--- config.mk ---
export PLATFORM = sky130hd
export DESIGN_NAME = lcam_top
export DESIGN_NICKNAME = d
export VERILOG_FILES = /design/src/core/lcam_pkg.sv /design/src/core/lcam_top.sv /design/src/core/lcam_hyst.sv /design/src/core/lcam_alarm.sv
export SDC_FILE = /design/constraint.sdc
export NUM_CORES = 1
export LEC_CHECK = 0
export ABC_AREA = 1
export BUFFER_PORTS_ARGS = -buffer_cell sky130_fd_sc_hd__buf_2
export CORE_UTILIZATION = 39
export CTS_CLUSTER_DIAMETER = 50
export DETAILED_ROUTE_END_ITERATION = 10
export HOLD_SLACK_MARGIN = 0.15
export PLACE_DENSITY = 0.61
export SYNTH_ARGS = -nofsm -noshare
export SYNTH_HDL_FRONTEND = slang
export SYNTH_SLANG_ARGS = --single-unit
export TNS_END_PERCENT = 30
--- constraint.sdc ---
create_clock -name pclk -period 12.02 [get_ports pclk]
set_input_delay 1.803 -clock pclk [delete_from_list [all_inputs] [get_ports pclk]]
set_output_delay 1.803 -clock pclk [all_outputs]
set_load 0.02 [all_outputs]
--- src/core/lcam_pkg.sv ---
// Package for the load current alarm monitor: register map, fields, resets.
// Assumes a 32-bit APB slave with one aligned word per register.
`default_nettype none
package lcam_pkg;
	// Register byte offsets
	localparam logic [7:0] OFS_CTRL = 8'h00;
	localparam logic [7:0] OFS_RANGE = 8'h04;
	localparam logic [7:0] OFS_LOW_THR = 8'h08;
	localparam logic [7:0] OFS_LEAK_THR = 8'h0C;
	localparam logic [7:0] OFS_OVER_THR = 8'h10;
	localparam logic [7:0] OFS_HYST = 8'h14;
	localparam logic [7:0] OFS_ACK = 8'h18;
	localparam logic [7:0] OFS_ALARM = 8'h1C;
	localparam logic [7:0] OFS_LOAD_I = 8'h20;
	localparam logic [7:0] OFS_LEAK_I = 8'h24;
	localparam logic [7:0] OFS_IRQ_STAT = 8'h28;
	localparam logic [7:0] OFS_IRQ_EN = 8'h2C;
	localparam logic [7:0] OFS_IRQ_CLR = 8'h30;
	// Control register fields
	localparam int CTRL_EN_BIT = 0;
	localparam int CTRL_SEL_LSB = 4;
	localparam int CTRL_LAT_LSB = 8;
	// Alarm bit positions
	localparam int ALM_LOW = 0;
	localparam int ALM_LEAK = 1;
	localparam int ALM_OVER = 2;
	// Value widths and limits (current in tenths of an amp)
	localparam int VAL_W = 14;
	localparam logic [13:0] RANGE_MAX = 14'h2710;
	localparam logic [13:0] RANGE_RST = 14'h03E8;
	localparam logic [13:0] THR_OFF = 14'h0000;
	localparam logic [2:0] HYST_MAX = 3'h5;
	localparam logic [2:0] HYST_RST = 3'h2;
	localparam logic [2:0] SEL_NONE = 3'h0;
	localparam logic [2:0] SEL_MAX = 3'h4;
	// Latch modes
	typedef enum logic [1:0] {
		LCAM_LAT_NONE = 2'h0,
		LCAM_LAT_AUTO = 2'h1,
		LCAM_LAT_MAN = 2'h2
	} lcam_lat_e;
endpackage : lcam_pkg
`default_nettype wire

--- src/core/lcam_top.sv ---
// Load current alarm monitor: APB registers, sampling, three alarms, interrupt.
// Assumes a CT sample word with a strobe, and output states of the heat outputs.
// Function
// - Sample load when on, leakage when off
// - Enable bit, default off, gates everything; here a pending interrupt status keeps irq asserted while off
// - Full scale up to 1000, default 100.0
// - Latch type: none, auto, manual
// - Low threshold zero means off
// - Low load alarm below threshold
// - Leakage threshold zero off, high limit
// - Leakage alarm when off-state current exceeds
// - Over-current threshold zero off, high limit
// - Over-current alarm when current exceeds threshold
// - Ack write one clears all alarms; here only latched alarms whose condition has ended
// - Release needs hysteresis of 0..5 percent
//
// Decided for this implementation: the APB interface to the registers and the address map.
`default_nettype none
module lcam_top import lcam_pkg::*; (
	// APB slave
	input wire logic pclk,
	input wire logic presetn,
	input wire logic psel,
	input wire logic penable,
	input wire logic pwrite,
	input wire logic [7:0] paddr,
	input wire logic [31:0] pwdata,
	output logic [31:0] prdata,
	output logic pready,
	output logic pslverr,
	// Transformer sample and heat outputs
	input wire logic [13:0] ct_sample,
	input wire logic ct_valid,
	input wire logic [3:0] output_on,
	// Alarms and interrupt
	output logic low_load_alarm,
	output logic leakage_alarm,
	output logic overcurrent_alarm,
	output logic irq
);
	// Configuration state
	logic monitor_enable_q;
	logic [2:0] monitored_output_select_q;
	logic [1:0] alarm_latch_type_q;
	logic [13:0] transformer_full_scale_q;
	logic [13:0] low_load_threshold_q;
	logic [13:0] leakage_threshold_q;
	logic [13:0] overcurrent_threshold_q;
	logic [2:0] hyst_pct_q;
	logic [13:0] load_current_q;
	logic [13:0] measured_leakage_current_q;
	logic [2:0] irq_stat_q;
	logic [2:0] irq_en_q;
	logic [2:0] alarm_prev_q;
	logic [2:0] alarm_w;
	logic [13:0] band;
	logic wr;
	logic rd;
	logic ack_pulse;
	logic sel_on;
	logic samp_on;
	logic samp_off;
	logic [2:0] trip;
	logic [2:0] rel;

	// Clamp a written value to a limit: the current full scale, or RANGE_MAX for the range itself
	function automatic logic [13:0] clamp_fs(input logic [31:0] v, input logic [13:0] fs);
		clamp_fs = (v > 32'(fs)) ? fs : v[13:0];
	endfunction

	// Offset is mapped when it lands on a defined register
	function automatic logic mapped(input logic [7:0] a);
		mapped = (a[1:0] == 2'b00) && (a <= OFS_IRQ_CLR);
	endfunction

	assign wr = psel && penable && pwrite && pready;
	assign rd = psel && !penable && !pwrite;
	assign ack_pulse = wr && (paddr == OFS_ACK) && pwdata[0];

	// Zero-wait answer: ready raised in every access phase
	// No wait states, so read data reflect state at the setup edge
	always_ff @(posedge pclk or negedge presetn) begin
		if (!presetn) begin
			pready <= 1'b0;
			pslverr <= 1'b0;
		end else begin
			pready <= psel && !penable;
			pslverr <= psel && !penable && !mapped(paddr);
		end
	end

	// Control and select; enable default off
	always_ff @(posedge pclk or negedge presetn) begin
		if (!presetn) begin
			monitor_enable_q <= 1'b0;
			monitored_output_select_q <= SEL_NONE;
			alarm_latch_type_q <= LCAM_LAT_NONE;
		end else if (wr && paddr == OFS_CTRL) begin
			monitor_enable_q <= pwdata[CTRL_EN_BIT];
			if (pwdata[CTRL_SEL_LSB +: 3] <= SEL_MAX) begin
				monitored_output_select_q <= pwdata[CTRL_SEL_LSB +: 3];
			end
			// Illegal latch code 3 is refused, old value kept
			if (pwdata[CTRL_LAT_LSB +: 2] != 2'h3) begin
				alarm_latch_type_q <= pwdata[CTRL_LAT_LSB +: 2];
			end
		end
	end

	// Full scale and hysteresis
	always_ff @(posedge pclk or negedge presetn) begin
		if (!presetn) begin
			transformer_full_scale_q <= RANGE_RST;
			hyst_pct_q <= HYST_RST;
		end else begin
			if (wr && paddr == OFS_RANGE) begin
				transformer_full_scale_q <= clamp_fs(pwdata, RANGE_MAX);
			end
			if (wr && paddr == OFS_HYST) begin
				hyst_pct_q <= (pwdata > 32'(HYST_MAX)) ? HYST_MAX : pwdata[2:0];
			end
		end
	end

	// Thresholds, zero is off, capped at full scale
	always_ff @(posedge pclk or negedge presetn) begin
		if (!presetn) begin
			low_load_threshold_q <= THR_OFF;
			leakage_threshold_q <= THR_OFF;
			overcurrent_threshold_q <= THR_OFF;
		end else if (wr) begin
			if (paddr == OFS_LOW_THR) begin
				low_load_threshold_q <= clamp_fs(pwdata, transformer_full_scale_q);
			end
			if (paddr == OFS_LEAK_THR) begin
				leakage_threshold_q <= clamp_fs(pwdata, transformer_full_scale_q);
			end
			if (paddr == OFS_OVER_THR) begin
				overcurrent_threshold_q <= clamp_fs(pwdata, transformer_full_scale_q);
			end
		end
	end

	// Pick the monitored output's state; select none never samples
	assign sel_on = (monitored_output_select_q != SEL_NONE)
		&& output_on[2'(monitored_output_select_q - 3'h1)];
	assign samp_on = monitor_enable_q && ct_valid
		&& (monitored_output_select_q != SEL_NONE) && sel_on;
	assign samp_off = monitor_enable_q && ct_valid
		&& (monitored_output_select_q != SEL_NONE) && !sel_on;

	// Readings split by output state and held between samples
	always_ff @(posedge pclk or negedge presetn) begin
		if (!presetn) begin
			load_current_q <= 14'h0000;
			measured_leakage_current_q <= 14'h0000;
		end else begin
			if (samp_on) begin
				load_current_q <= ct_sample;
			end
			if (samp_off) begin
				measured_leakage_current_q <= ct_sample;
			end
		end
	end

	// Trip and release terms; release uses the hysteresis band
	// Sums widened to 15 bits so threshold plus band cannot wrap
	always_comb begin
		trip = 3'b000;
		rel = 3'b000;
		if (samp_on && low_load_threshold_q != THR_OFF) begin
			trip[ALM_LOW] = ct_sample < low_load_threshold_q;
			rel[ALM_LOW] = 15'(ct_sample) >= 15'(low_load_threshold_q) + 15'(band);
		end
		if (samp_off && leakage_threshold_q != THR_OFF) begin
			trip[ALM_LEAK] = ct_sample > leakage_threshold_q;
			rel[ALM_LEAK] = 15'(ct_sample) + 15'(band) <= 15'(leakage_threshold_q);
		end
		if ((samp_on || samp_off) && overcurrent_threshold_q != THR_OFF) begin
			trip[ALM_OVER] = ct_sample > overcurrent_threshold_q;
			rel[ALM_OVER] = 15'(ct_sample) + 15'(band) <= 15'(overcurrent_threshold_q);
		end
		// A threshold switched off releases its alarm condition
		if (low_load_threshold_q == THR_OFF) rel[ALM_LOW] = 1'b1;
		if (leakage_threshold_q == THR_OFF) rel[ALM_LEAK] = 1'b1;
		if (overcurrent_threshold_q == THR_OFF) rel[ALM_OVER] = 1'b1;
	end

	lcam_hyst u_hyst (
		.pclk(pclk),
		.presetn(presetn),
		.range_i(transformer_full_scale_q),
		.pct_i(hyst_pct_q),
		.band_q(band)
	);

	// One flag unit per alarm
	// All units share ack and latch type, so one write acknowledges all
	generate
		for (genvar i = 0; i < 3; i++) begin : g_alarm
			lcam_alarm u_alarm (
				.pclk(pclk),
				.presetn(presetn),
				.enable_i(monitor_enable_q),
				.lat_i(alarm_latch_type_q),
				.ack_i(ack_pulse),
				.trip_i(trip[i]),
				.release_i(rel[i]),
				.alarm_q(alarm_w[i])
			);
		end
	endgenerate

	// Alarm outputs are the flag flops themselves
	assign low_load_alarm = alarm_w[ALM_LOW];
	assign leakage_alarm = alarm_w[ALM_LEAK];
	assign overcurrent_alarm = alarm_w[ALM_OVER];

	// Sticky status on rising alarm; set wins over clear
	// Status follows the rising edge of an alarm, not its level
	always_ff @(posedge pclk or negedge presetn) begin
		if (!presetn) begin
			alarm_prev_q <= 3'b000;
			irq_stat_q <= 3'b000;
			irq_en_q <= 3'b000;
		end else begin
			alarm_prev_q <= alarm_w;
			irq_stat_q <= (irq_stat_q & ~((wr && paddr == OFS_IRQ_CLR) ? pwdata[2:0] : 3'b000))
				| (alarm_w & ~alarm_prev_q);
			if (wr && paddr == OFS_IRQ_EN) begin
				irq_en_q <= pwdata[2:0];
			end
		end
	end

	// Interrupt level from a flop
	always_ff @(posedge pclk or negedge presetn) begin
		if (!presetn) begin
			irq <= 1'b0;
		end else begin
			irq <= |(irq_stat_q & irq_en_q);
		end
	end

	// Read data registered in setup phase
	always_ff @(posedge pclk or negedge presetn) begin
		if (!presetn) begin
			prdata <= 32'h0000_0000;
		end else if (rd) begin
			unique case (paddr)
				OFS_CTRL: prdata <= {22'h0, alarm_latch_type_q, 1'b0,
					monitored_output_select_q, 3'b000, monitor_enable_q};
				OFS_RANGE: prdata <= {18'h0, transformer_full_scale_q};
				OFS_LOW_THR: prdata <= {18'h0, low_load_threshold_q};
				OFS_LEAK_THR: prdata <= {18'h0, leakage_threshold_q};
				OFS_OVER_THR: prdata <= {18'h0, overcurrent_threshold_q};
				OFS_HYST: prdata <= {29'h0, hyst_pct_q};
				OFS_ALARM: prdata <= {29'h0, alarm_w};
				OFS_LOAD_I: prdata <= {18'h0, load_current_q};
				OFS_LEAK_I: prdata <= {18'h0, measured_leakage_current_q};
				OFS_IRQ_STAT: prdata <= {29'h0, irq_stat_q};
				OFS_IRQ_EN: prdata <= {29'h0, irq_en_q};
				default: prdata <= 32'h0000_0000;
			endcase
		end
	end

	// Checks
	// Alarms and readings stay quiet while the monitor is off
	AST_DISABLED_QUIET: assert property (@(posedge pclk) disable iff (!presetn)
		!monitor_enable_q |=> !alarm_w[0] && !alarm_w[1] && !alarm_w[2])
		else $error("alarm active while monitor disabled");
	AST_DIS_NO_READING: assert property (@(posedge pclk) disable iff (!presetn)
		!monitor_enable_q && ct_valid
		|=> $stable(load_current_q) && $stable(measured_leakage_current_q))
		else $error("reading moved while monitor disabled");

	// Each reading moves only on its own kind of sample
	AST_LOAD_SAMPLE: assert property (@(posedge pclk) disable iff (!presetn)
		samp_on |=> load_current_q == $past(ct_sample))
		else $error("load reading not captured");
	AST_LEAK_SAMPLE: assert property (@(posedge pclk) disable iff (!presetn)
		samp_off |=> measured_leakage_current_q == $past(ct_sample))
		else $error("leakage reading not captured");
	AST_LOAD_HOLD: assert property (@(posedge pclk) disable iff (!presetn)
		samp_off |=> $stable(load_current_q))
		else $error("load reading moved on an off sample");
	AST_LEAK_HOLD: assert property (@(posedge pclk) disable iff (!presetn)
		samp_on |=> $stable(measured_leakage_current_q))
		else $error("leakage reading moved on an on sample");
	AST_IDLE_HOLD: assert property (@(posedge pclk) disable iff (!presetn)
		!ct_valid |=> $stable(load_current_q) && $stable(measured_leakage_current_q))
		else $error("reading moved without a sample");
	AST_READ_LOAD: assert property (@(posedge pclk) disable iff (!presetn)
		rd && paddr == OFS_LOAD_I |=> prdata == {18'h0, $past(load_current_q)})
		else $error("load reading not presented");
	AST_READ_LEAK: assert property (@(posedge pclk) disable iff (!presetn)
		rd && paddr == OFS_LEAK_I |=> prdata == {18'h0, $past(measured_leakage_current_q)})
		else $error("leakage reading not presented");

	// Each trip term reaches its flag two edges later
	AST_LOW_TRIP: assert property (@(posedge pclk) disable iff (!presetn)
		trip[ALM_LOW] |=> ##1 low_load_alarm)
		else $error("low load alarm missing");
	AST_LEAK_TRIP: assert property (@(posedge pclk) disable iff (!presetn)
		trip[ALM_LEAK] |=> ##1 leakage_alarm)
		else $error("leakage alarm missing");
	AST_OVER_TRIP: assert property (@(posedge pclk) disable iff (!presetn)
		trip[ALM_OVER] |=> ##1 overcurrent_alarm)
		else $error("over-current alarm missing");
	// Same from the raw sample, so a broken trip term shows up too
	AST_LOW_RAW: assert property (@(posedge pclk) disable iff (!presetn)
		samp_on && low_load_threshold_q != THR_OFF && ct_sample < low_load_threshold_q
		|=> ##1 low_load_alarm)
		else $error("low load sample did not raise the alarm");
	AST_LEAK_RAW: assert property (@(posedge pclk) disable iff (!presetn)
		samp_off && leakage_threshold_q != THR_OFF && ct_sample > leakage_threshold_q
		|=> ##1 leakage_alarm)
		else $error("leakage sample did not raise the alarm");
	AST_OVER_RAW: assert property (@(posedge pclk) disable iff (!presetn)
		monitor_enable_q && ct_valid && monitored_output_select_q != SEL_NONE
		&& overcurrent_threshold_q != THR_OFF && ct_sample > overcurrent_threshold_q
		|=> ##1 overcurrent_alarm)
		else $error("over-current sample did not raise the alarm");

	// Zero threshold never trips; settings stay inside their limits
	AST_LOW_OFF: assert property (@(posedge pclk) disable iff (!presetn)
		low_load_threshold_q == THR_OFF |-> !trip[ALM_LOW])
		else $error("off threshold tripped");
	AST_THR_LIMIT: assert property (@(posedge pclk) disable iff (!presetn)
		low_load_threshold_q <= RANGE_MAX && leakage_threshold_q <= RANGE_MAX
		&& overcurrent_threshold_q <= RANGE_MAX)
		else $error("threshold beyond full scale");
	AST_HYST_MAX: assert property (@(posedge pclk) disable iff (!presetn)
		hyst_pct_q <= HYST_MAX && transformer_full_scale_q <= RANGE_MAX)
		else $error("setting beyond limit");
	AST_LATCH_CODE: assert property (@(posedge pclk) disable iff (!presetn)
		alarm_latch_type_q != 2'h3)
		else $error("illegal latch type");

	COV_LOW: cover property (@(posedge pclk) disable iff (!presetn) $rose(low_load_alarm));
	COV_LEAK: cover property (@(posedge pclk) disable iff (!presetn) $rose(leakage_alarm));
	COV_OVER: cover property (@(posedge pclk) disable iff (!presetn) $rose(overcurrent_alarm));
	COV_IRQ: cover property (@(posedge pclk) disable iff (!presetn) $rose(irq));
	COV_MAN_ACK: cover property (@(posedge pclk) disable iff (!presetn)
		ack_pulse && alarm_latch_type_q == LCAM_LAT_MAN && overcurrent_alarm);
endmodule // lcam_top
`default_nettype wire

--- src/core/lcam_hyst.sv ---
// Hysteresis band: percent of full scale, computed as range*pct/100.
// Assumes range and percent are already clamped to legal values.
`default_nettype none
module lcam_hyst import lcam_pkg::*; (
	// Clock and reset
	input wire logic pclk,
	input wire logic presetn,
	// Settings
	input wire logic [13:0] range_i,
	input wire logic [2:0] pct_i,
	// Band result
	output logic [13:0] band_q
);
	logic [16:0] prod;
	// Registered to keep the multiplier off the compare path
	assign prod = 17'(range_i) * 17'(pct_i);
	always_ff @(posedge pclk or negedge presetn) begin
		if (!presetn) begin
			band_q <= 14'h0000;
		end else begin
			band_q <= 14'(prod / 17'h0_0064);
		end
	end
endmodule // lcam_hyst
`default_nettype wire

--- src/core/lcam_alarm.sv ---
// One alarm flag with hysteresis release and selectable latching.
// Assumes the condition inputs are already qualified by enable and sample.
`default_nettype none
module lcam_alarm import lcam_pkg::*; (
	// Clock and reset
	input wire logic pclk,
	input wire logic presetn,
	// Control
	input wire logic enable_i,
	input wire logic [1:0] lat_i,
	input wire logic ack_i,
	// Conditions
	input wire logic trip_i,
	input wire logic release_i,
	// Result
	output logic alarm_q
);
	logic acked_q;
	logic cond_q;
	// Raw condition with hysteresis: trips on trip, clears only on release or when disabled
	always_ff @(posedge pclk or negedge presetn) begin
		if (!presetn) begin
			cond_q <= 1'b0;
		end else if (!enable_i) begin
			cond_q <= 1'b0;
		end else if (trip_i) begin
			cond_q <= 1'b1;
		end else if (release_i) begin
			cond_q <= 1'b0;
		end
	end
	// Ack remembered for auto-reset latch; a new trip rearms it
	always_ff @(posedge pclk or negedge presetn) begin
		if (!presetn) begin
			acked_q <= 1'b0;
		end else if (!enable_i || !alarm_q || (trip_i && !cond_q)) begin
			acked_q <= 1'b0;
		end else if (ack_i) begin
			acked_q <= 1'b1;
		end
	end
	// Latched output per mode
	always_ff @(posedge pclk or negedge presetn) begin
		if (!presetn) begin
			alarm_q <= 1'b0;
		end else if (!enable_i) begin
			alarm_q <= 1'b0;
		end else if (cond_q) begin
			alarm_q <= 1'b1;
		end else begin
			unique case (lat_i)
				LCAM_LAT_AUTO: alarm_q <= alarm_q && !(acked_q || ack_i);
				LCAM_LAT_MAN: alarm_q <= alarm_q && !ack_i;
				default: alarm_q <= 1'b0;
			endcase
		end
	end
	// Manual latch: ack after the condition has ended clears the flag
	AST_MAN_ACK: assert property (@(posedge pclk) disable iff (!presetn)
		ack_i && lat_i == LCAM_LAT_MAN && !cond_q |=> !alarm_q)
		else $error("manual ack did not clear");
endmodule // lcam_alarm
`default_nettype wire

# Word-level counts from Yosys, hierarchy flattened
# Index checks and enable logic that the tools add are counted.
op_classes:
  n_addsub: 3
  n_mul: 1
  div: 1
  order_cmp: 12
  eq_ne: 18
  n_mux: 38
  bitwise: 6
  n_reduce_logical: 74
ops:
  columns: ["cell", "count"]
  rows:
  - ["$pmux W14 S11", 1]
  - ["$logic_not A14 Y1", 3]
  - ["$reduce_bool A14 Y1", 3]
  - ["$eq A8 B6 Y1 const B", 5]
  - ["$eq A8 B5 Y1 const B", 4]
  - ["$gt A32 B14 Y1", 1]
  - ["$gt A32 B14 Y1 const B", 1]
  - ["$gt A32 B3 Y1 const B", 1]
  - ["$logic_and A1 B1 Y1", 31]
  - ["$add A14 B14 Y15", 2]
  - ["$le A15 B14 Y1", 2]
  - ["$mux W1", 29]
  - ["$gt A14 B14 Y1", 2]
  - ["$mux W14", 2]
  - ["$div A17 B7 Y17 const B", 1]
  - ["$mul A14 B3 Y17", 1]
  - ["$eq A8 B4 Y1 const B", 2]
  - ["$ge A14 B15 Y1", 1]
  - ["$logic_not A1 Y1", 15]
  - ["$lt A14 B14 Y1", 1]
  - ["$logic_or A1 B1 Y1", 10]
  - ["$reduce_and A2 Y1", 5]
  - ["$and A3 B3 Y3", 3]
  - ["$ne A3 B1 Y1 const B", 3]
  - ["18 further kinds", 24]
totals:
  reg_bits: 160
  in_bits: 64
  out_inout_bits: 38
  elab_cells: 180

# Depth between registers and ports, before layout
# Gate-level depths: netlist (run 1).
depth:
  word_depth: 13
  depth_mapped: 68
  ltp_nobuf: 66

# Cells and area by module
# From an unflattened synthesis (run 1), not the netlist that was laid out.
unflattened:
  cells_unflattened: 1904
  hier_area_um2: 13450.4
modules_own_cells:
  columns: ["mod", "instances", "cells_each", "area_per_inst_um2", "seq_area_each_um2"]
  rows:
  - ["lcam_top", 1, 1285, 9576.7, 2986.6]
  - ["lcam_hyst", 1, 559, 3378.2, 275.3]
  - ["lcam_alarm", 3, 20, 165.2, 75.1]

# Worst setup path after synthesis (run 1)
# No wires, ideal clock.
synth_path:
  path_kind: "reg-to-reg"
  from: "register hyst_pct_q[1]"
  to: "register u_hyst.band_q[0]"
  setup_ns: 0.117
  arrival_time_ns: 6.532
  required_ns: 11.903
  setup_slack_ns: 5.371
  stages_incl_launch_ff: 54
  path_buffers: 2
  synth_period_minus_slack_ns: 6.649
  cell_sequence: "dfstp_2 clkbuf_1 clkbuf_1 nand2_1 fa_1 inv_1 fa_1 nand3_1 nand3_1 nand3_1 nand3_1 nand2_1 nand2_1 nand3_1 nand3_2 nand2_2 inv_1 o21ai_1 (+18 left out) nand3_1 nand4_2 nand2_2 nand2_4 nand2_2 nand4_2 nand2_2 nand2_4 nand2_1 nand2_1 nor2_2 nand2_2 nand2_2 nand2_1 nand2_1 inv_1 nand3_1 nand2_1"
synth_between:
  elab_chain_cells: 2
synth_rtl:
  columns: ["item", "line_no", "text"]
  rows:
  - ["start: declaration", "lcam_top.sv:49", "logic [2:0] hyst_pct_q;"]
  - ["start signal: assignment", "lcam_top.sv:120", "hyst_pct_q <= (pwdata > 32'(HYST_MAX)) ? HYST_MAX : pwdata[2:0];"]
  - ["$mul A14 B3 Y17", "lcam_hyst.sv:16", "assign prod = 17'(range_i) * 17'(pct_i);"]
  - ["$div A17 B7 Y17", "lcam_hyst.sv:21", "band_q <= 14'(prod / 17'h0_0064);"]
  - ["end signal: assignment", "lcam_hyst.sv:21", null]
  - ["end: declaration", "lcam_hyst.sv:12", "output logic [13:0] band_q"]
# No other way between the ends.
# A chain may end at the register's enable or synchronous reset.

# Worst setup path after layout (run 1)
# Same ends and word-level chain as after synthesis.

==> impl_metrics.env, run 1 <==
export IMPL_mappedNetlistArea_mm2=0.0121
export IMPL_maximum_vdd_drop_uv=88.7
export IMPL_routedWlPerCell_um=17.9
export IMPL_cts_num_sinks=139
export IMPL_antenna_violating_nets_remaining=0
export IMPL_cts_hold_buffers_added=0
export IMPL_multi_input_comb_area_mm2=0.00742
export IMPL_switching_power_mw=0.528
export IMPL_cp_end_kind="register"
export IMPL_final_wl_mm=38.2
export IMPL_worst_skew_pair_late_latency_ns=0.43
export IMPL_synthesis_area_per_instance_um2=7.36
export IMPL_layout_cell_area_non_filler_mm2=0.0135
export IMPL_numPlacedInstances=2102
export IMPL_nNetsFinal=1941
export IMPL_most_frequent_cells_in_the_layout="sky130_fd_sc_hd__nand2_1, sky130_fd_sc_hd__inv_1, sky130_fd_sc_hd__ha_1"
export IMPL_cp_required_ns=12.34
export IMPL_pre_cts_slack_ns=4.86
export IMPL_largest_net_degree_at_the_start_of_global_routing=94
export IMPL_antenna_cells_inserted=0
export IMPL_row_count=64
export IMPL_final_ws_setup_ns=4.82
export IMPL_dr_total_vias=11600
export IMPL_synth_top_family_by_area="simple AND/OR/NAND/NOR gates"
export IMPL_ctsResizeCount=0
export IMPL_synth_top_cell_area_share=0.273
export IMPL_clock_path_buffers=2
export IMPL_min_period_over_period=0.599
export IMPL_area_growth_syn_to_fin_pct=11.4
export IMPL_core_mm2=0.0305
export IMPL_cts_root_buf="sky130_fd_sc_hd__clkbuf_16"
export IMPL_post_layout_total_power_mw=1.47
export IMPL_worst_clock_skew_ns=0.00930
export IMPL_cpPeakStageDelay_ns=0.70
export IMPL_maximum_capacitance_violations=0
export IMPL_tightestPinTransition_ns=1.02
export IMPL_gr_total_overflow=0
export IMPL_critical_path_slowest_cell="sky130_fd_sc_hd__dfstp_2"
export IMPL_effective_utilization_at_floorplan=0.396
export IMPL_synth_edff_count=0
export IMPL_share_seq_of_total_power=0.340
export IMPL_sequential_fraction_of_the_synthesis_area=0.288
export IMPL_yosys_warnings=0
export IMPL_worst_hold_path_class="register to register"
export IMPL_post_synthesis_adder_cell_area_fraction=0.167
export IMPL_final_setup_tns_ns=0
export IMPL_synth_mux_area_frac=0.00838
export IMPL_post_drt_via_cell_ratio=5.44
export IMPL_layoutNonFillerInstCount=2133
export IMPL_layout_area_seq_mm2=0.00349
export IMPL_die_y_um=178
export IMPL_worst_path_clk_slew_ns=0.07
export IMPL_post_layout_min_period_ns=7.20
export IMPL_power_leakage_nw=6.80
export IMPL_remaining_max_slew_budget_at_the_tightest_pin=0.314
export IMPL_placed_cell_area_mm2=0.0129
export IMPL_cts_buffers=17
export IMPL_comb_power_share=0.300
export IMPL_grt_first_pass_wirelength_mm=59.7
export IMPL_setup_viol_count_final=0
export IMPL_die_width_um=178
export IMPL_first_iter_violations=1017
export IMPL_die_area_mm2=0.0317
export IMPL_maximum_level_of_the_cts_h_tree=4
export IMPL_timing_setup_critical_path_class="register to register"
export IMPL_async_reset_ff_frac=1.00
export IMPL_synth_largest_area_cell="sky130_fd_sc_hd__dfrtp_1"
export IMPL_port_buffers=83
export IMPL_drt_pre_antenna_iters=6
export IMPL_synth_distinct_cells=53
export IMPL_drive_gt1_frac=0.117
export IMPL_detail_route_drc_violations=0
export IMPL_clock_fmax_mhz=139
export IMPL_relative_contribution_of_the_clock_network_to_total_power=0.361
export IMPL_cp_data_arrival_time_ns=7.53
export IMPL_crit_path_max_fanout=16
export IMPL_ys_dominant_reg_cell="sky130_fd_sc_hd__dfrtp_1"
export IMPL_number_of_global_route_vias_before_repair=10900
export IMPL_intPower_mw=0.942
export IMPL_n_fill_cell=3120
export IMPL_post_cts_setup_buffers=0
export IMPL_setup_worst_path_start_class="register"
export IMPL_synthTopCellsByArea="sky130_fd_sc_hd__dfrtp_1, sky130_fd_sc_hd__ha_1, sky130_fd_sc_hd__nand2_1, sky130_fd_sc_hd__inv_1, sky130_fd_sc_hd__o21ai_0"
export IMPL_gpl_final_weighted_congestion=0.967
export IMPL_syn_instance_count=1643
export IMPL_cts_tree="yes"
export IMPL_mostFrequentLayoutCell="sky130_fd_sc_hd__nand2_1"
export IMPL_rsz0062_at_grt="false"
export IMPL_dpl_hpwl_mm=30.2
export IMPL_synth_simple_gate_area_share=0.245
export IMPL_crit_top_cell="sky130_fd_sc_hd__nand2_2"
export IMPL_run_status="completed"
export IMPL_power_switching_share=0.359
export IMPL_final_hold_violation_count=0
export IMPL_antenna_found_initial=0
export IMPL_maxSlewViolCount=0
export IMPL_synth_xor_area_frac=0.0261
export IMPL_p_per_area_mw_per_mm2=109
export IMPL_io_pins=102
export IMPL_synth_compound_gate_area_share=0.162
export IMPL_yosys_register_bits=139
export IMPL_grtUsageTotal=0.246
## power by group through the flow
stage          logic (mW)  registers [mW]  clock network (mW)
6_report            0.440           0.499               0.530
5_1_grt             0.514           0.501               0.553
4_1_cts             0.441           0.499               0.532
3_5_place_dp        0.440           0.508                   0
3_3_place_gp        0.434           0.507                   0
2_1_floorplan       0.336           0.505                   0
## worst max-delay path, delay by kind of cell, from the launching register on
| family | cells | cell delay, ns |
|---|---|---|
| adder cells (fa/ha/maj) | 3 | 1.10 |
| XOR/XNOR | 1 | 0.30 |
| AO/OA/AOI/OAI | 1 | 0.20 |
| buffers and inverters | 3 | 0.17 |
| flip-flops | 1 | 0.70 |
| AND/OR/NAND/NOR | 44 | 4.58 |
## cell families after synthesis
kind of cell,after synthesis
and+or+nand+nor,659
AOI/OAI and AO/OA,332
buffers and inverters,315
adders and majority gates,152
DFF,139
xor gates and xnor gates,36
muxes,9
other,1
## final timing paths
kind	depth (start not counted)	slack, ns	endpoint	from
worst max-delay path	52	4.82	u_hyst.band_q[0]	hyst_pct_q[1]
worst min-delay path	0	0.39	alarm_prev_q[0]	g_alarm[0].u_alarm.alarm_q
worst max register to register	52	4.82	u_hyst.band_q[0]	hyst_pct_q[1]
worst min register to register	0	0.39	alarm_prev_q[0]	g_alarm[0].u_alarm.alarm_q
max in group asynchronous	2	9.35	u_hyst.band_q[1]	presetn
min in group asynchronous	1	1.47	pslverr	presetn
## synth_stat cells (23+ instances only)
cell type	count
sky130_fd_sc_hd__xor2_1	24
sky130_fd_sc_hd__nand3_1	80
sky130_fd_sc_hd__o21ai_0	129
sky130_fd_sc_hd__clkbuf_1	25
sky130_fd_sc_hd__dfrtp_1	132
sky130_fd_sc_hd__inv_1	260
sky130_fd_sc_hd__a21oi_1	85
sky130_fd_sc_hd__nor3_1	23
sky130_fd_sc_hd__ha_1	137
sky130_fd_sc_hd__o22ai_1	31
sky130_fd_sc_hd__nand2_2	31
sky130_fd_sc_hd__nand2_1	369
sky130_fd_sc_hd__nor2_1	80
sky130_fd_sc_hd__nand4_1	35
## registers in the layout (all words and copies together) (netlist names), 11 cells and up
| name | count |
|---|---|
| leakage_threshold_q | 14 |
| load_current_q | 14 |
| low_load_threshold_q | 14 |
| measured_leakage_current_q | 14 |
| overcurrent_threshold_q | 14 |
| prdata | 14 |
| transformer_full_scale_q | 14 |
| u_hyst.band_q | 11 |
## area by class of cell
| cell class | instances | area share |
|---|---|---|
| inverters | 272 | 0.0758 |
| clock buffers | 17 | 0.0316 |
| repair buffers | 89 | 0.0346 |
| well taps | 396 | 0.0368 |
| flip-flops and latches | 139 | 0.259 |
| clock inverters | 14 | 0.0115 |
| multi-input cells | 1206 | 0.551 |
## through the flow
stage               hold WS [ns]   util
finish                     0.394  0.442
floorplan                  0.400      -
CTS                        0.396  0.442
global placement           0.378  0.423
detailed placement         0.382  0.423
global route               0.415  0.442
## metal layers
metal  up-vias  part of all wire  track usage
li1       5640                 -            -
met1      5450              0.44        0.328
met2       436              0.45        0.405
met3        78             0.064       0.0269
met4         0             0.039        0.101
met5         -                 0            0
Note: power is estimated with default switching activity, not from simulation.
==> inputs of run 2 (changes only) <==
--- a/config.mk
+++ b/config.mk
@@ -5,7 +5,7 @@
 export SDC_FILE = /design/constraint.sdc
 export NUM_CORES = 1
 export LEC_CHECK = 0
-export ABC_AREA = 1
+export ABC_AREA = 0
 export BUFFER_PORTS_ARGS = -buffer_cell sky130_fd_sc_hd__buf_2
 export CORE_UTILIZATION = 39
 export CTS_CLUSTER_DIAMETER = 50
==> constraint.sdc (replaced) <==
create_clock -name pclk -period 6.95 [get_ports pclk]
set_input_delay 1.0425 -clock pclk [delete_from_list [all_inputs] [get_ports pclk]]
set_output_delay 1.0425 -clock pclk [all_outputs]
set_load 0.02 [all_outputs]
==> impl_metrics.env, run 2 <==
export IMPL_antenna_violating_nets_remaining=0
export IMPL_synth_largest_area_cell="sky130_fd_sc_hd__dfrtp_1"
export IMPL_mostFrequentLayoutCell="sky130_fd_sc_hd__buf_4"
export IMPL_final_hold_violation_count=0
export IMPL_hold_slack_ns=0.423
export IMPL_tightestPinTransition_ns=1.26
export IMPL_mappedNetlistArea_mm2=0.0132
export IMPL_drive_gt1_frac=0.288
export IMPL_synth_top_family_by_area="compound AO/OA/AOI/OAI gates"
export IMPL_routedWlPerCell_um=19.5
export IMPL_synthesis_area_per_instance_um2=8.60
export IMPL_min_period_over_period=1.14
export IMPL_worst_skew_pair_late_latency_ns=0.44
export IMPL_antenna_cells_inserted=0
export IMPL_first_iter_violations=1245
export IMPL_core_mm2=0.0334
export IMPL_remaining_max_slew_budget_at_the_tightest_pin=0.158
export IMPL_post_synthesis_adder_cell_area_fraction=0.154
export IMPL_die_area_mm2=0.0347
export IMPL_yosys_warnings=0
export IMPL_cts_num_sinks=139
export IMPL_cts_root_buf="sky130_fd_sc_hd__clkbuf_16"
export IMPL_gr_total_overflow=0
export IMPL_die_width_um=186
export IMPL_setup_worst_path_start_class="register"
export IMPL_gpl_final_weighted_congestion=0.943
export IMPL_final_wl_mm=44.8
export IMPL_grtUsageTotal=0.260
export IMPL_syn_instance_count=1539
export IMPL_timing_setup_critical_path_class="register to register"
export IMPL_clock_fmax_mhz=126
export IMPL_die_y_um=186
export IMPL_nNetsFinal=2053
export IMPL_cp_data_arrival_time_ns=8.30
export IMPL_setup_viol_count_final=3
export IMPL_cp_required_ns=7.31
export IMPL_synth_edff_count=0
export IMPL_dr_total_vias=13300
export IMPL_p_per_area_mw_per_mm2=127
export IMPL_run_status="finished with violations"
export IMPL_antenna_found_initial=0
export IMPL_cpPeakStageDelay_ns=0.57
export IMPL_ys_dominant_reg_cell="sky130_fd_sc_hd__dfrtp_1"
export IMPL_worst_path_clk_slew_ns=0.07
export IMPL_dpl_hpwl_mm=34.6
export IMPL_worst_path_dominant_cell_family="compound AO/OA/AOI/OAI gates"
export IMPL_area_growth_syn_to_fin_pct=27.4
export IMPL_synth_simple_gate_area_share=0.182
export IMPL_critical_path_slowest_cell="sky130_fd_sc_hd__dfstp_2"
export IMPL_clock_path_buffers=2
export IMPL_cp_buffers_inverters=4
export IMPL_cp_end_kind="register"
export IMPL_most_frequent_cells_in_the_layout="sky130_fd_sc_hd__buf_4, sky130_fd_sc_hd__nand2_1, sky130_fd_sc_hd__ha_1"
export IMPL_synth_mux_area_frac=0.0351
export IMPL_cts_tree="yes"
export IMPL_synthTopCellsByArea="sky130_fd_sc_hd__dfrtp_1, sky130_fd_sc_hd__ha_1, sky130_fd_sc_hd__nand2_1, sky130_fd_sc_hd__o21ai_0, sky130_fd_sc_hd__a21oi_1"
export IMPL_crit_top_cell="sky130_fd_sc_hd__buf_4"
export IMPL_drt_pre_antenna_iters=7
export IMPL_number_of_global_route_vias_before_repair=12800
export IMPL_async_reset_ff_frac=1.00
export IMPL_maximum_level_of_the_cts_h_tree=4
export IMPL_worst_clock_skew_ns=0.0144
export IMPL_io_pins=102
export IMPL_crit_path_max_fanout=6
export IMPL_grt_first_pass_wirelength_mm=69.3
export IMPL_yosysMostFrequentCell="sky130_fd_sc_hd__nand2_1"
export IMPL_synth_top_cell_area_share=0.250
export IMPL_worst_hold_path_class="register to register"
export IMPL_final_setup_tns_ns=-2.05
export IMPL_largest_net_degree_at_the_start_of_global_routing=82
export IMPL_maxSlewViolCount=0
export IMPL_maximum_vdd_drop_uv=149
export IMPL_maximum_capacitance_violations=0
export IMPL_synthTopCellsByCount="sky130_fd_sc_hd__nand2_1, sky130_fd_sc_hd__ha_1, sky130_fd_sc_hd__dfrtp_1, sky130_fd_sc_hd__o21ai_0, sky130_fd_sc_hd__inv_1"
export IMPL_power_leakage_nw=7.72
export IMPL_row_count=67
export IMPL_effective_utilization_at_floorplan=0.396
export IMPL_failed_checks="setup timing"
export IMPL_synth_distinct_cells=120
export IMPL_synth_compound_gate_area_share=0.264
export IMPL_port_buffers=83
export IMPL_post_drt_via_cell_ratio=5.77
export IMPL_final_ws_setup_ns=-0.987
export IMPL_rsz0062_at_grt="true"
export IMPL_synth_xor_area_frac=0.0387
export IMPL_cts_hold_buffers_added=0
export IMPL_yosys_register_bits=139
export IMPL_post_layout_min_period_ns=7.94
export IMPL_detail_route_drc_violations=0
export IMPL_sequential_fraction_of_the_synthesis_area=0.264
export IMPL_cts_buffers=17
export IMPL_n_fill_cell=3167
## run 2: cell types whose count changed in the layout (fill, tap and decap cells not counted), sizes merged, moves of 15 or more
cell,before,now
buf,89,327
nand2,408,170
inv,277,117
nand3,82,25
xnor2,12,41
nor2b,0,28
a22oi,1,28
a21o,3,29
nand2b,0,25
mux2,9,31
a31oi,1,22
o22ai,31,10
and2,2,18
nand4,40,25
## run 2: timing repair
item	CTS	global route
buffers inserted	8	16
resized for setup	15	60
gates cloned	1	1
endpoints found under the setup margin	4	4
pin swaps	15	27
## run 2: path summary, 6_finish.rpt
kind | startpoint | end | slack (ns) | cells after the start
min in group asynchronous | presetn | monitored_output_select_q[0] | 0.55 | 1
max reg2reg | hyst_pct_q[1] | u_hyst.band_q[0] | -0.99 | 32
max in group asynchronous | presetn | u_hyst.band_q[2] | 4.94 | 2
max | hyst_pct_q[1] | u_hyst.band_q[0] | -0.99 | 32
min | alarm_prev_q[1] | irq_stat_q[1] | 0.42 | 1
min reg2reg | alarm_prev_q[1] | irq_stat_q[1] | 0.42 | 1
## run 2: power by group
| part | internal (mW) | switching, mW | total [mW] | leakage [nW] |
|---|---|---|---|---|
| clock network | 0.477 | 0.418 | 0.895 | 0.274 |
| logic | 0.180 | 0.236 | 0.415 | 5.60 |
| registers | 0.819 | 0.0135 | 0.832 | 1.85 |
| total | 1.48 | 0.667 | 2.14 | 7.72 |
## run 2: area by class of cell
cell class	count	area, um^2	area share
multi-input cells	1245	9520	0.565
flip-flops and latches	139	3490	0.207
repair buffers	327	2310	0.137
well taps	448	561	0.0332
clock buffers	17	425	0.0252
inverters	107	407	0.0241
clock inverters	15	148	0.00876
## run 2: cells by family (layout without fill, tap and decap cells)
group / Yosys count / after routing
flops: 139 / 139
compound gates: 487 / 488
buf+inv: 174 / 466
xor+xnor: 52 / 53
fa+ha+maj: 154 / 154
other cells: 1 / 18
mux: 40 / 40
simple gates: 492 / 492
## run 2: routing by layer
layer  routed length [um]  global-route usage
met1                19900               0.354
met2                20600               0.429
met3                 3230              0.0387
met4                 1070              0.0692
met5                    0                   0
## run 2: worst reg2reg max path, delay by kind of cell (launching register included)
kind | cells | cell delay, ns
muxes | 1 | 0.32
buffers and inverters | 4 | 0.60
xor gates and xnor gates | 1 | 0.24
AOI/OAI and AO/OA | 16 | 3.25
and+or+nand+nor | 6 | 1.59
adders and majority gates | 4 | 1.33
DFF | 1 | 0.57
## run 2: stage by stage
stage	util	std cells	total power [mW]	area, um^2	setup slack (ns)
2_1_floorplan	-	1556	1.09	13400	-0.750
3_3_place_gp	0.467	2240	1.23	15600	-1.03
3_5_place_dp	0.467	2240	1.24	15600	-1.09
4_1_cts	0.489	2281	2.14	16400	-0.886
5_1_grt	0.504	2298	2.23	16900	-1.25
6_report	0.504	2298	2.14	16900	-0.987
